<file path="config.mk">
export PLATFORM = sky130hd
export DESIGN_NAME = dccd_top
export DESIGN_NICKNAME = d
export VERILOG_FILES = /design/src/common/dccd_pkg.sv /design/src/dccd_sync3.sv /design/src/dccd_ratio_sel.sv /design/src/dccd_top.sv
export SDC_FILE = /design/constraint.sdc
export NUM_CORES = 1
export LEC_CHECK = 0
export BUFFER_PORTS_ARGS = -buffer_cell sky130_fd_sc_hd__clkbuf_2
export CELL_PAD_IN_SITES_DETAIL_PLACEMENT = 1
export CELL_PAD_IN_SITES_GLOBAL_PLACEMENT = 1
export CORE_AREA = 2 2 86 88
export CTS_CLUSTER_DIAMETER = 150
export CTS_CLUSTER_SIZE = 20
export DETAILED_ROUTE_END_ITERATION = 8
export DIE_AREA = 0 0 88 90
export GPL_TIMING_DRIVEN = 0
export PLACE_DENSITY = 0.86
export SYNTH_ARGS = -nofsm -noshare
export SYNTH_HDL_FRONTEND = slang
export SYNTH_SLANG_ARGS = --single-unit
</file>
<file path="constraint.sdc">
create_clock -name I_REF_CLK -period 5.1 [get_ports I_REF_CLK]
set_input_delay 1.02 -clock I_REF_CLK [delete_from_list [all_inputs] [get_ports I_REF_CLK]]
set_output_delay 1.02 -clock I_REF_CLK [all_outputs]
set_load 0.03 [all_outputs]
</file>
<file path="src/common/dccd_pkg.sv">
// Shared constants and types for the dynamic core clock divider.
// Assumes one core clock and an APB master with 32-bit data.
package dccd_pkg;

  // ==========================================================
  // Bus geometry
  localparam int unsigned ADDR_W  = 12;
  localparam int unsigned DATA_W  = 32;
  localparam int unsigned RATIO_W = 6;

  // ==========================================================
  // Register byte offsets
  localparam logic [11:0] CFG_OFFSET   = 12'h000;
  localparam logic [11:0] STRAP_OFFSET = 12'h004;

  // ==========================================================
  // Field positions
  localparam int unsigned CFG_HALF_BIT    = 0;
  localparam int unsigned CFG_QUARTER_BIT = 1;
  localparam int unsigned CFG_RATIO_LSB   = 8;
  localparam int unsigned CFG_MODE_LSB    = 16;
  localparam int unsigned STRAP_VALID_BIT = 8;

  // ==========================================================
  // Reset values and timing counts
  localparam logic [1:0]  CFG_SW_RESET    = 2'h0;
  localparam logic [5:0]  RATIO_RESET     = 6'h00;
  localparam logic [1:0]  STRAP_SETTLE    = 2'h3;
  localparam logic [5:0]  MIN_DIV_RATIO   = 6'h02;
  localparam logic [1:0]  HALF_PERIOD     = 2'h1;
  localparam logic [1:0]  QUARTER_PERIOD  = 2'h3;

  // ==========================================================
  // Ratio modes
  typedef enum logic [1:0] {
    DCCD_FULL    = 2'b00,
    DCCD_HALF    = 2'b01,
    DCCD_QUARTER = 2'b10
  } dccd_mode_type;

  // Requests from pins (already synchronised, active high) and software
  typedef struct packed {
    logic hw_half;
    logic hw_quarter;
    logic sw_half;
    logic sw_quarter;
  } dccd_req_type;

endpackage

</file>
<file path="src/dccd_sync3.sv">
// Three-stage synchroniser with agreement filter, one lane per bit.
// Assumes inputs are asynchronous to i_clk; reset value is a constant.
module dccd_sync3 #(
  parameter int unsigned W       = 1,
  parameter logic [W-1:0] RST_VAL = '0
) (
  input  wire logic         i_clk,     // Core clock
  input  wire logic         i_reset_n, // Async reset, active low
  input  wire logic [W-1:0] i_async,   // Raw pin levels
  output logic      [W-1:0] o_level    // Filtered synchronous levels
);

  // ==========================================================
  // Per-bit lanes
  for (genvar g = 0; g < W; g++) begin : g_lane
    logic s1;
    logic s2;
    logic s3;
    logic next_lvl;

    // Only stage two and three are compared; stage one may be metastable
    always_comb begin
      next_lvl = (s2 == s3) ? s3 : o_level[g];
    end

    // Shift chain and filtered level
    always_ff @(posedge i_clk or negedge i_reset_n) begin
      if (!i_reset_n) begin
        s1         <= RST_VAL[g];
        s2         <= RST_VAL[g];
        s3         <= RST_VAL[g];
        o_level[g] <= RST_VAL[g];
      end else begin
        s1         <= i_async[g];
        s2         <= s1;
        s3         <= s2;
        o_level[g] <= next_lvl;
      end
    end
  end

endmodule

</file>
<file path="src/dccd_ratio_sel.sv">
// Request arbitration and strap-based support check, purely combinational.
// Assumes strap holds the full-speed multiplier in half steps.
module dccd_ratio_sel
  import dccd_pkg::*;
(
  input  wire dccd_pkg::dccd_req_type  i_req,        // Pin and software requests
  input  wire dccd_pkg::dccd_mode_type i_mode,       // Mode now in effect
  input  wire logic                    i_strap_ok,   // Strap captured
  input  wire logic [5:0]              i_strap,      // Captured strap
  output dccd_pkg::dccd_mode_type      o_next_mode,  // Mode for next cycle
  output logic [5:0]                   o_next_ratio  // Multiplier for next mode
);

  logic          half_ok;
  logic          quarter_ok;
  dccd_mode_type want;

  // ==========================================================
  // Arbitration and support check
  always_comb begin
    // A ratio is usable only if it divides exactly and stays at or above the floor
    half_ok    = (i_strap[0] == 1'b0) && ({1'b0, i_strap[5:1]} >= MIN_DIV_RATIO);
    quarter_ok = (i_strap[1:0] == 2'h0) && ({2'h0, i_strap[5:2]} >= MIN_DIV_RATIO);
    if (i_req.hw_half && i_req.hw_quarter) begin
      want = DCCD_FULL;
    end else if (i_req.hw_half) begin
      want = DCCD_HALF;
    end else if (i_req.hw_quarter) begin
      want = DCCD_QUARTER;
    end else if (i_req.sw_quarter) begin
      want = DCCD_QUARTER;
    end else if (i_req.sw_half) begin
      want = DCCD_HALF;
    end else begin
      want = DCCD_FULL;
    end
    o_next_mode = i_mode;
    case (want)
      DCCD_HALF: begin
        if (half_ok) begin
          o_next_mode = DCCD_HALF;
        end
      end
      DCCD_QUARTER: begin
        if (quarter_ok) begin
          o_next_mode = DCCD_QUARTER;
        end
      end
      default: begin
        o_next_mode = DCCD_FULL;
      end
    endcase
    if (!i_strap_ok) begin
      o_next_mode = DCCD_FULL;
    end
    case (o_next_mode)
      DCCD_HALF:    o_next_ratio = {1'b0, i_strap[5:1]};
      DCCD_QUARTER: o_next_ratio = {2'h0, i_strap[5:2]};
      default:      o_next_ratio = i_strap;
    endcase
  end

endmodule

</file>
<file path="src/dccd_top.sv">
// Dynamic core clock divider: APB registers, pin sync, mode and clock enable.
// Assumes one 10 MHz core clock and a strap held stable through reset.
//
// Added by the designer: the APB register port and the address map.
module dccd_top
  import dccd_pkg::*;
(
  input  wire logic                        I_REF_CLK,             // Core clock
  input  wire logic                        I_RESET_N,             // Hard reset, active low
  input  wire logic                        I_PSEL,                // APB select
  input  wire logic                        I_PENABLE,             // APB access phase
  input  wire logic                        I_PWRITE,              // APB write
  input  wire logic [dccd_pkg::ADDR_W-1:0] I_PADDR,               // APB byte address
  input  wire logic [dccd_pkg::DATA_W-1:0] I_PWDATA,              // APB write data
  input  wire logic [3:0]                  I_PSTRB,               // APB byte strobes
  input  wire logic                        I_HALF_SPEED_PIN_N,    // Half request pin
  input  wire logic                        I_QUARTER_SPEED_PIN_N, // Quarter request pin
  input  wire logic [5:0]                  I_CORE_RATIO_STRAP,    // Ratio strap pins
  output logic      [dccd_pkg::DATA_W-1:0] O_PRDATA,              // APB read data
  output logic                             O_PREADY,              // APB ready
  output logic                             O_PSLVERR,             // APB error
  output logic                             O_CORE_CLK_EN,         // Core clock enable
  output logic      [5:0]                  O_CURRENT_RATIO,       // Multiplier in effect
  output logic      [1:0]                  O_DIV_MODE             // Mode in effect
);

  // ==========================================================
  // Declarations
  logic [1:0]    pin_level_n;
  logic [5:0]    strap_sync;
  logic [5:0]    strap;
  logic [5:0]    next_strap;
  logic          strap_ok;
  logic          next_strap_ok;
  logic [2:0]    settle_cnt;
  logic [2:0]    next_settle_cnt;
  logic [1:0]    sw_bits;
  logic [1:0]    next_sw_bits;
  dccd_req_type  req;
  dccd_mode_type mode;
  dccd_mode_type sel_mode;
  dccd_mode_type next_mode;
  logic [5:0]    sel_ratio;
  logic [5:0]    next_ratio;
  logic [1:0]    div_cnt;
  logic [1:0]    next_div_cnt;
  logic          next_clk_en;
  logic          access;
  logic          done;
  logic          hit_cfg;
  logic          hit_strap;
  logic [31:0]   rd_word;
  logic [31:0]   next_prdata;
  logic          next_pready;
  logic          next_pslverr;

  // ==========================================================
  // Pin synchronisers
  // Pins idle high so the reset value means no request
  dccd_sync3 #(
    .W       (2),
    .RST_VAL (2'h3)
  ) u_pin_sync (
    .i_clk     (I_REF_CLK),
    .i_reset_n (I_RESET_N),
    .i_async   ({I_QUARTER_SPEED_PIN_N, I_HALF_SPEED_PIN_N}),
    .o_level   (pin_level_n)
  );

  // Strap also comes from pins; it is captured only after it has settled
  dccd_sync3 #(
    .W       (6),
    .RST_VAL (6'h00)
  ) u_strap_sync (
    .i_clk     (I_REF_CLK),
    .i_reset_n (I_RESET_N),
    .i_async   (I_CORE_RATIO_STRAP),
    .o_level   (strap_sync)
  );

  // ==========================================================
  // Strap capture after reset release
  // A level cannot be loaded under async reset, so it is caught here
  always_comb begin
    next_settle_cnt = settle_cnt;
    next_strap      = strap;
    next_strap_ok   = strap_ok;
    if (!strap_ok) begin
      // Filter output trails the settle count by one edge, so wait one more
      if (settle_cnt == ({1'b0, STRAP_SETTLE} + 3'h1)) begin
        next_strap    = strap_sync;
        next_strap_ok = 1'b1;
      end else begin
        next_settle_cnt = settle_cnt + 3'h1;
      end
    end
  end

  // Strap capture registers
  always_ff @(posedge I_REF_CLK or negedge I_RESET_N) begin
    if (!I_RESET_N) begin
      settle_cnt <= 3'h0;
      strap      <= 6'h00;
      strap_ok   <= 1'b0;
    end else begin
      settle_cnt <= next_settle_cnt;
      strap      <= next_strap;
      strap_ok   <= next_strap_ok;
    end
  end

  // ==========================================================
  // Request gathering
  // Pins are active low; the synchronised level is inverted once here
  always_comb begin
    req.hw_half    = ~pin_level_n[0];
    req.hw_quarter = ~pin_level_n[1];
    req.sw_half    = sw_bits[CFG_HALF_BIT];
    req.sw_quarter = sw_bits[CFG_QUARTER_BIT];
  end

  // ==========================================================
  // Mode selection
  dccd_ratio_sel u_sel (
    .i_req        (req),
    .i_mode       (mode),
    .i_strap_ok   (strap_ok),
    .i_strap      (strap),
    .o_next_mode  (sel_mode),
    .o_next_ratio (sel_ratio)
  );

  // No idle gap: the new mode is taken at the very next edge
  always_comb begin
    next_mode  = sel_mode;
    next_ratio = sel_ratio;
  end

  // ==========================================================
  // Core clock enable divider
  // Counter restarts on a mode change so the new rate starts at once
  always_comb begin
    if (next_mode != mode) begin
      next_div_cnt = 2'h0;
    end else begin
      next_div_cnt = div_cnt + 2'h1;
    end
    case (next_mode)
      DCCD_HALF: begin
        next_div_cnt = next_div_cnt & HALF_PERIOD;
        next_clk_en  = (next_div_cnt == 2'h0);
      end
      DCCD_QUARTER: begin
        next_div_cnt = next_div_cnt & QUARTER_PERIOD;
        next_clk_en  = (next_div_cnt == 2'h0);
      end
      default: begin
        next_div_cnt = 2'h0;
        next_clk_en  = 1'b1;
      end
    endcase
  end

  // Mode, ratio and enable registers
  always_ff @(posedge I_REF_CLK or negedge I_RESET_N) begin
    if (!I_RESET_N) begin
      mode            <= DCCD_FULL;
      div_cnt         <= 2'h0;
      O_CORE_CLK_EN   <= 1'b1;
      O_CURRENT_RATIO <= RATIO_RESET;
      O_DIV_MODE      <= DCCD_FULL;
    end else begin
      mode            <= next_mode;
      div_cnt         <= next_div_cnt;
      O_CORE_CLK_EN   <= next_clk_en;
      O_CURRENT_RATIO <= next_ratio;
      O_DIV_MODE      <= next_mode;
    end
  end

  // ==========================================================
  // APB decode
  // One wait state keeps every bus output straight from a flip-flop
  always_comb begin
    access    = I_PSEL && I_PENABLE && !O_PREADY;
    done      = I_PSEL && I_PENABLE && O_PREADY;
    hit_cfg   = (I_PADDR[11:2] == CFG_OFFSET[11:2]);
    hit_strap = (I_PADDR[11:2] == STRAP_OFFSET[11:2]);
  end

  // Read word assembly; unused bits read as zero
  always_comb begin
    rd_word = 32'h0000_0000;
    if (hit_cfg) begin
      rd_word[CFG_HALF_BIT]    = sw_bits[CFG_HALF_BIT];
      rd_word[CFG_QUARTER_BIT] = sw_bits[CFG_QUARTER_BIT];
      rd_word[CFG_RATIO_LSB +: 6] = O_CURRENT_RATIO;
      rd_word[CFG_MODE_LSB +: 2]  = O_DIV_MODE;
    end else if (hit_strap) begin
      rd_word[5:0]             = strap;
      rd_word[STRAP_VALID_BIT] = strap_ok;
    end
  end

  // Bus answer: ready for one cycle, error on unmapped words
  always_comb begin
    next_pready  = access;
    next_pslverr = access && !(hit_cfg || hit_strap);
    next_prdata  = 32'h0000_0000;
    if (access && !I_PWRITE) begin
      next_prdata = rd_word;
    end
  end

  // ==========================================================
  // Software request bits
  // Written only at the edge where the master sees ready
  always_comb begin
    next_sw_bits = sw_bits;
    if (done && I_PWRITE && hit_cfg && I_PSTRB[0]) begin
      next_sw_bits[CFG_HALF_BIT]    = I_PWDATA[CFG_HALF_BIT];
      next_sw_bits[CFG_QUARTER_BIT] = I_PWDATA[CFG_QUARTER_BIT];
    end
  end

  // Bus and software bit registers
  always_ff @(posedge I_REF_CLK or negedge I_RESET_N) begin
    if (!I_RESET_N) begin
      sw_bits   <= CFG_SW_RESET;
      O_PREADY  <= 1'b0;
      O_PSLVERR <= 1'b0;
      O_PRDATA  <= 32'h0000_0000;
    end else begin
      sw_bits   <= next_sw_bits;
      O_PREADY  <= next_pready;
      O_PSLVERR <= next_pslverr;
      O_PRDATA  <= next_prdata;
    end
  end

endmodule

</file>
==> impl_summary.md <==
Finish
After the last flow step, the layout net total stands at 354. Of the cells placed in the final design, the portion with a size suffix greater than 1 is 0.373. The fill cell instance count of the final layout is 756. From synthesis to final layout, the design area changed by 22.2%. The repair_antennas step left the layout with diodes totalling 0. The final core utilization is 0.489.

CTS
TritonCTS built the clock tree. The depth of the CTS H-tree is 3. The buffer cell driving the clock tree root is sky130_fd_sc_hd__clkbuf_8.

The total clock buffers created by CTS is 9. The number of buffers inserted to repair setup after CTS is 0. The clock reaches the later pin of the worst-skew pair after 0.35 ns.

The number of clock sinks is 71. The total of cells resized after clock tree synthesis is 0. The clock slew seen by the registers of the worst setup and hold paths is 0.08 ns. The number of hold buffers added after CTS is 0.

The number of buffers on the longest clock path is 2.

Global routing
The global-route total usage across every layer is 0.142. The via count of the first global-routing pass came to 1,840. Entering global routing, the biggest net connects 72 pins. met2 is the most crowded layer. The global-route wire length before repair is 8700 µm. The met2 layer usage reported by global route is 0.227. Summed over all layers, the global routing overflow is 0. In the global route stage, met3 resource usage came out at 0.0386. For this run, global-route usage on met1 was measured as 0.175.

The number of antenna violations at the first check in global routing came to 0.

Die
The number of core rows is 31. In this run the horizontal extent of the chip is 88 µm. The number of top-level pins is 104. The floorplan step defined a core boundary enclosing 7020 µm². The die covers 7920 µm². The initial standard-cell utilization of the core is 0.400. The die span in y is 90 µm.

Setup path
At the worst endpoint, the arrival time is 2.91 ns. The type of element capturing the critical path is a flop. The register-to-register path setup slack is 2.45 ns. The most critical setup path has its startpoint at u_pin_sync.o_level[1]$_DFFE_PN1N_. The required time at the endpoint of the critical path is 5.36 ns. The worst-path maximum fanout is 8. The kind of start point of the critical path is a flop.

The critical path class is reg -> reg. The startpoint of the worst-slack reg-to-reg timing path is u_pin_sync.o_level[1]$_DFFE_PN1N_.

Detailed routing
The final wirelength is 5040 µm. The DRC violation count after routing is 0. The final route contains 1,760 vias. The number of design-rule violations left by the first detailed-router iteration is 54. The vias per cell is 4.50.

After detailed routing, the average wire length per cell comes to 12.9 µm. The first-pass iteration count of the detailed router is 4. In this run the remaining antenna-violating nets after routing total 0.

Placement
In this run the tool buffered the top-level ports with 50 buffer cells. The half-perimeter wire length of the detailed placement result is 3610 µm. The final RePlAce weighted congestion is 0.832.

Yosys
The cell area after synthesis is 2810 µm². By area the synthesized netlist is led by sky130_fd_sc_hd__dfrtp_1 55%, sky130_fd_sc_hd__dfstp_2 8.4%, sky130_fd_sc_hd__buf_4 4.8%. The most common flop cell mapped by yosys is sky130_fd_sc_hd__dfrtp_1. After synthesis, the most frequently instantiated cells are 62 x sky130_fd_sc_hd__dfrtp_1, 18 x sky130_fd_sc_hd__buf_4, 13 x sky130_fd_sc_hd__nand2_1. The post-synthesis register bit count is 71. The netlist uses 45 different library cells. The share of Yosys cell area claimed by the top area cell type is 0.553. For this run, the register share of the synthesized area comes to 0.637. Each instance of the synthesized netlist takes up on average 13.4 µm². The count of yosys warnings during synthesis is 0. In the synthesized netlist, the number of instances is 209. Among all cell types in the netlist, the one instantiated most often is sky130_fd_sc_hd__dfrtp_1. The dominant cell type by area after synthesis is sky130_fd_sc_hd__dfrtp_1. The number of flops mapped to enable cells by yosys is 0.

The fraction of registers with async set/reset is 1.00.

Power and ir drop
The leakage power is 0.00166 µW. The power per standard cell area is 336 nW/µm². The worst-case IR drop observed on VDD is 163 µV.

Timing
The post-route minimum period is 2.65 ns. The number of failing setup endpoints in the final timing report is 0. The achievable frequency is 0.377 GHz. The number of slew-limit violations in the final report is 0.

The final sum of negative setup slack is 0 ns. The transition time of the tightest slew-check pin is 0.934 ns. The max-slew headroom at the worst pin is 0.377.

The number of failing hold endpoints at the final stage is 0. Setup repair after global routing left no endpoint under its margin. On the final layout, the worst clock skew is 0.00658 ns. Of the available clock period, the critical path in the final layout requires 0.521.

Flow run
Across the run, the number of max-cap violations was 0.

Hold path
The type of the most critical hold path is reg -> reg. In this run the most critical hold path is launched from u_strap_sync.g_lane[3].s1$_DFF_PN0_.

Status
The flow ran to the end, and the final reports show no timing, DRC or antenna violations.
-- flip-flops by register name (all words and copies together) (netlist names), 2 cells and up --
| name | count |
|---|---|
| O_CURRENT_RATIO | 6 |
| O_PRDATA | 14 |
| div_cnt | 2 |
| mode | 2 |
| settle_cnt | 3 |
| strap | 6 |
| sw_bits | 2 |
| u_pin_sync.g_lane.s1 | 2 |
| u_pin_sync.g_lane.s2 | 2 |
| u_pin_sync.g_lane.s3 | 2 |
| u_pin_sync.o_level | 2 |
| u_strap_sync.g_lane.s1 | 6 |
| u_strap_sync.g_lane.s2 | 6 |
| u_strap_sync.g_lane.s3 | 6 |
| u_strap_sync.o_level | 6 |
-- cells in the final DEF, fill, tap and decap left out, drive strengths merged, types with 5 or more instances in the layout --
cell | Yosys | routed
and2 | 12 | 12
buf | 18 | 18
clkbuf | 2 | 62
conb | 1 | 18
dfrtp | 62 | 62
dfstp | 9 | 9
ha | 6 | 6
inv | 9 | 10
maj3 | 8 | 8
mux2 | 8 | 8
nand2 | 14 | 14
nor2 | 5 | 5
nor4 | 6 | 6
o21ai | 11 | 11
-- per-stage QoR --
| stage | setup WS, ns | instance area (µm²) | instances | power [µW] | hold slack [ns] |
|---|---|---|---|---|---|
| 4_1_cts | 2.43 | 3430 | 391 | 1170 | 0.351 |
| 3_3_place_gp | 2.56 | 3240 | 375 | 747 | 0.333 |
| 6_report | 2.45 | 3430 | 391 | 1150 | 0.350 |
| 2_1_floorplan | 2.82 | 2870 | 226 | 707 | 0.331 |
| 5_1_grt | 2.18 | 3430 | 391 | 1210 | 0.358 |
| 3_5_place_dp | 2.47 | 3250 | 375 | 754 | 0.336 |
-- logic make-up (layout without fill, tap and decap cells) --
group / count (synthesis) / in the layout / synth area share
mux: 8 / 8 / 0.0321
simple gates: 53 / 53 / 0.128
fa+ha+maj: 14 / 14 / 0.0553
xor+xnor: 3 / 3 / 0.00936
compound gates: 29 / 29 / 0.0704
other cells: 1 / 18 / 0.00134
flops: 71 / 71 / 0.637
buf+inv: 30 / 96 / 0.0664
-- final timing paths --
path,to,cells after the start
max,O_CORE_CLK_EN$_DFF_PN1_,11
min,u_strap_sync.g_lane[3].s2$_DFF_PN0_,0
max in group asynchronous,settle_cnt[0]$_DFFE_PN0P_,1
max reg2reg,O_CORE_CLK_EN$_DFF_PN1_,11
min reg2reg,u_strap_sync.g_lane[3].s2$_DFF_PN0_,0
min in group asynchronous,sw_bits[1]$_DFFE_PN0P_,1
-- routing by layer --
layer / wire (µm) / up-vias
met5: 0 / -
met4: 126 / 0
met3: 328 / 12
met2: 2490 / 58
met1: 2100 / 853
li1: - / 837
-- worst max-delay path, stage by stage, from the launching register on --
cell and delay (ns):
sky130_fd_sc_hd__dfstp_2 0.55, sky130_fd_sc_hd__inv_1 0.04, sky130_fd_sc_hd__o21ai_0 0.21, sky130_fd_sc_hd__inv_1 0.08, sky130_fd_sc_hd__ha_1 0.23, sky130_fd_sc_hd__o31a_1 0.12, sky130_fd_sc_hd__o21ai_0 0.25, sky130_fd_sc_hd__a21oi_1 0.14
sky130_fd_sc_hd__ha_1 0.21, sky130_fd_sc_hd__clkdlybuf4s15_1 0.31, sky130_fd_sc_hd__o21ai_0 0.26, sky130_fd_sc_hd__a41oi_2 0.16
-- area by class of cell --
| type | count | area (µm²) | area share |
|---|---|---|---|
| multi-input cells | 125 | 896 | 0.261 |
| clock buffers | 10 | 138 | 0.0401 |
| inverters | 9 | 33.8 | 0.00985 |
| flip-flops and latches | 71 | 1790 | 0.521 |
| clock inverters | 6 | 45.0 | 0.0131 |
| repair buffers | 50 | 253 | 0.0737 |
| well taps | 99 | 124 | 0.0361 |
| plain buffers | 21 | 153 | 0.0445 |
-- power breakdown --
part           switching (µW)  internal (µW)  total, µW
combinational            82.2           45.8        128
clock                     219            191        410
sequential               19.0            594        613
Power figures use the tool's default switching activity.
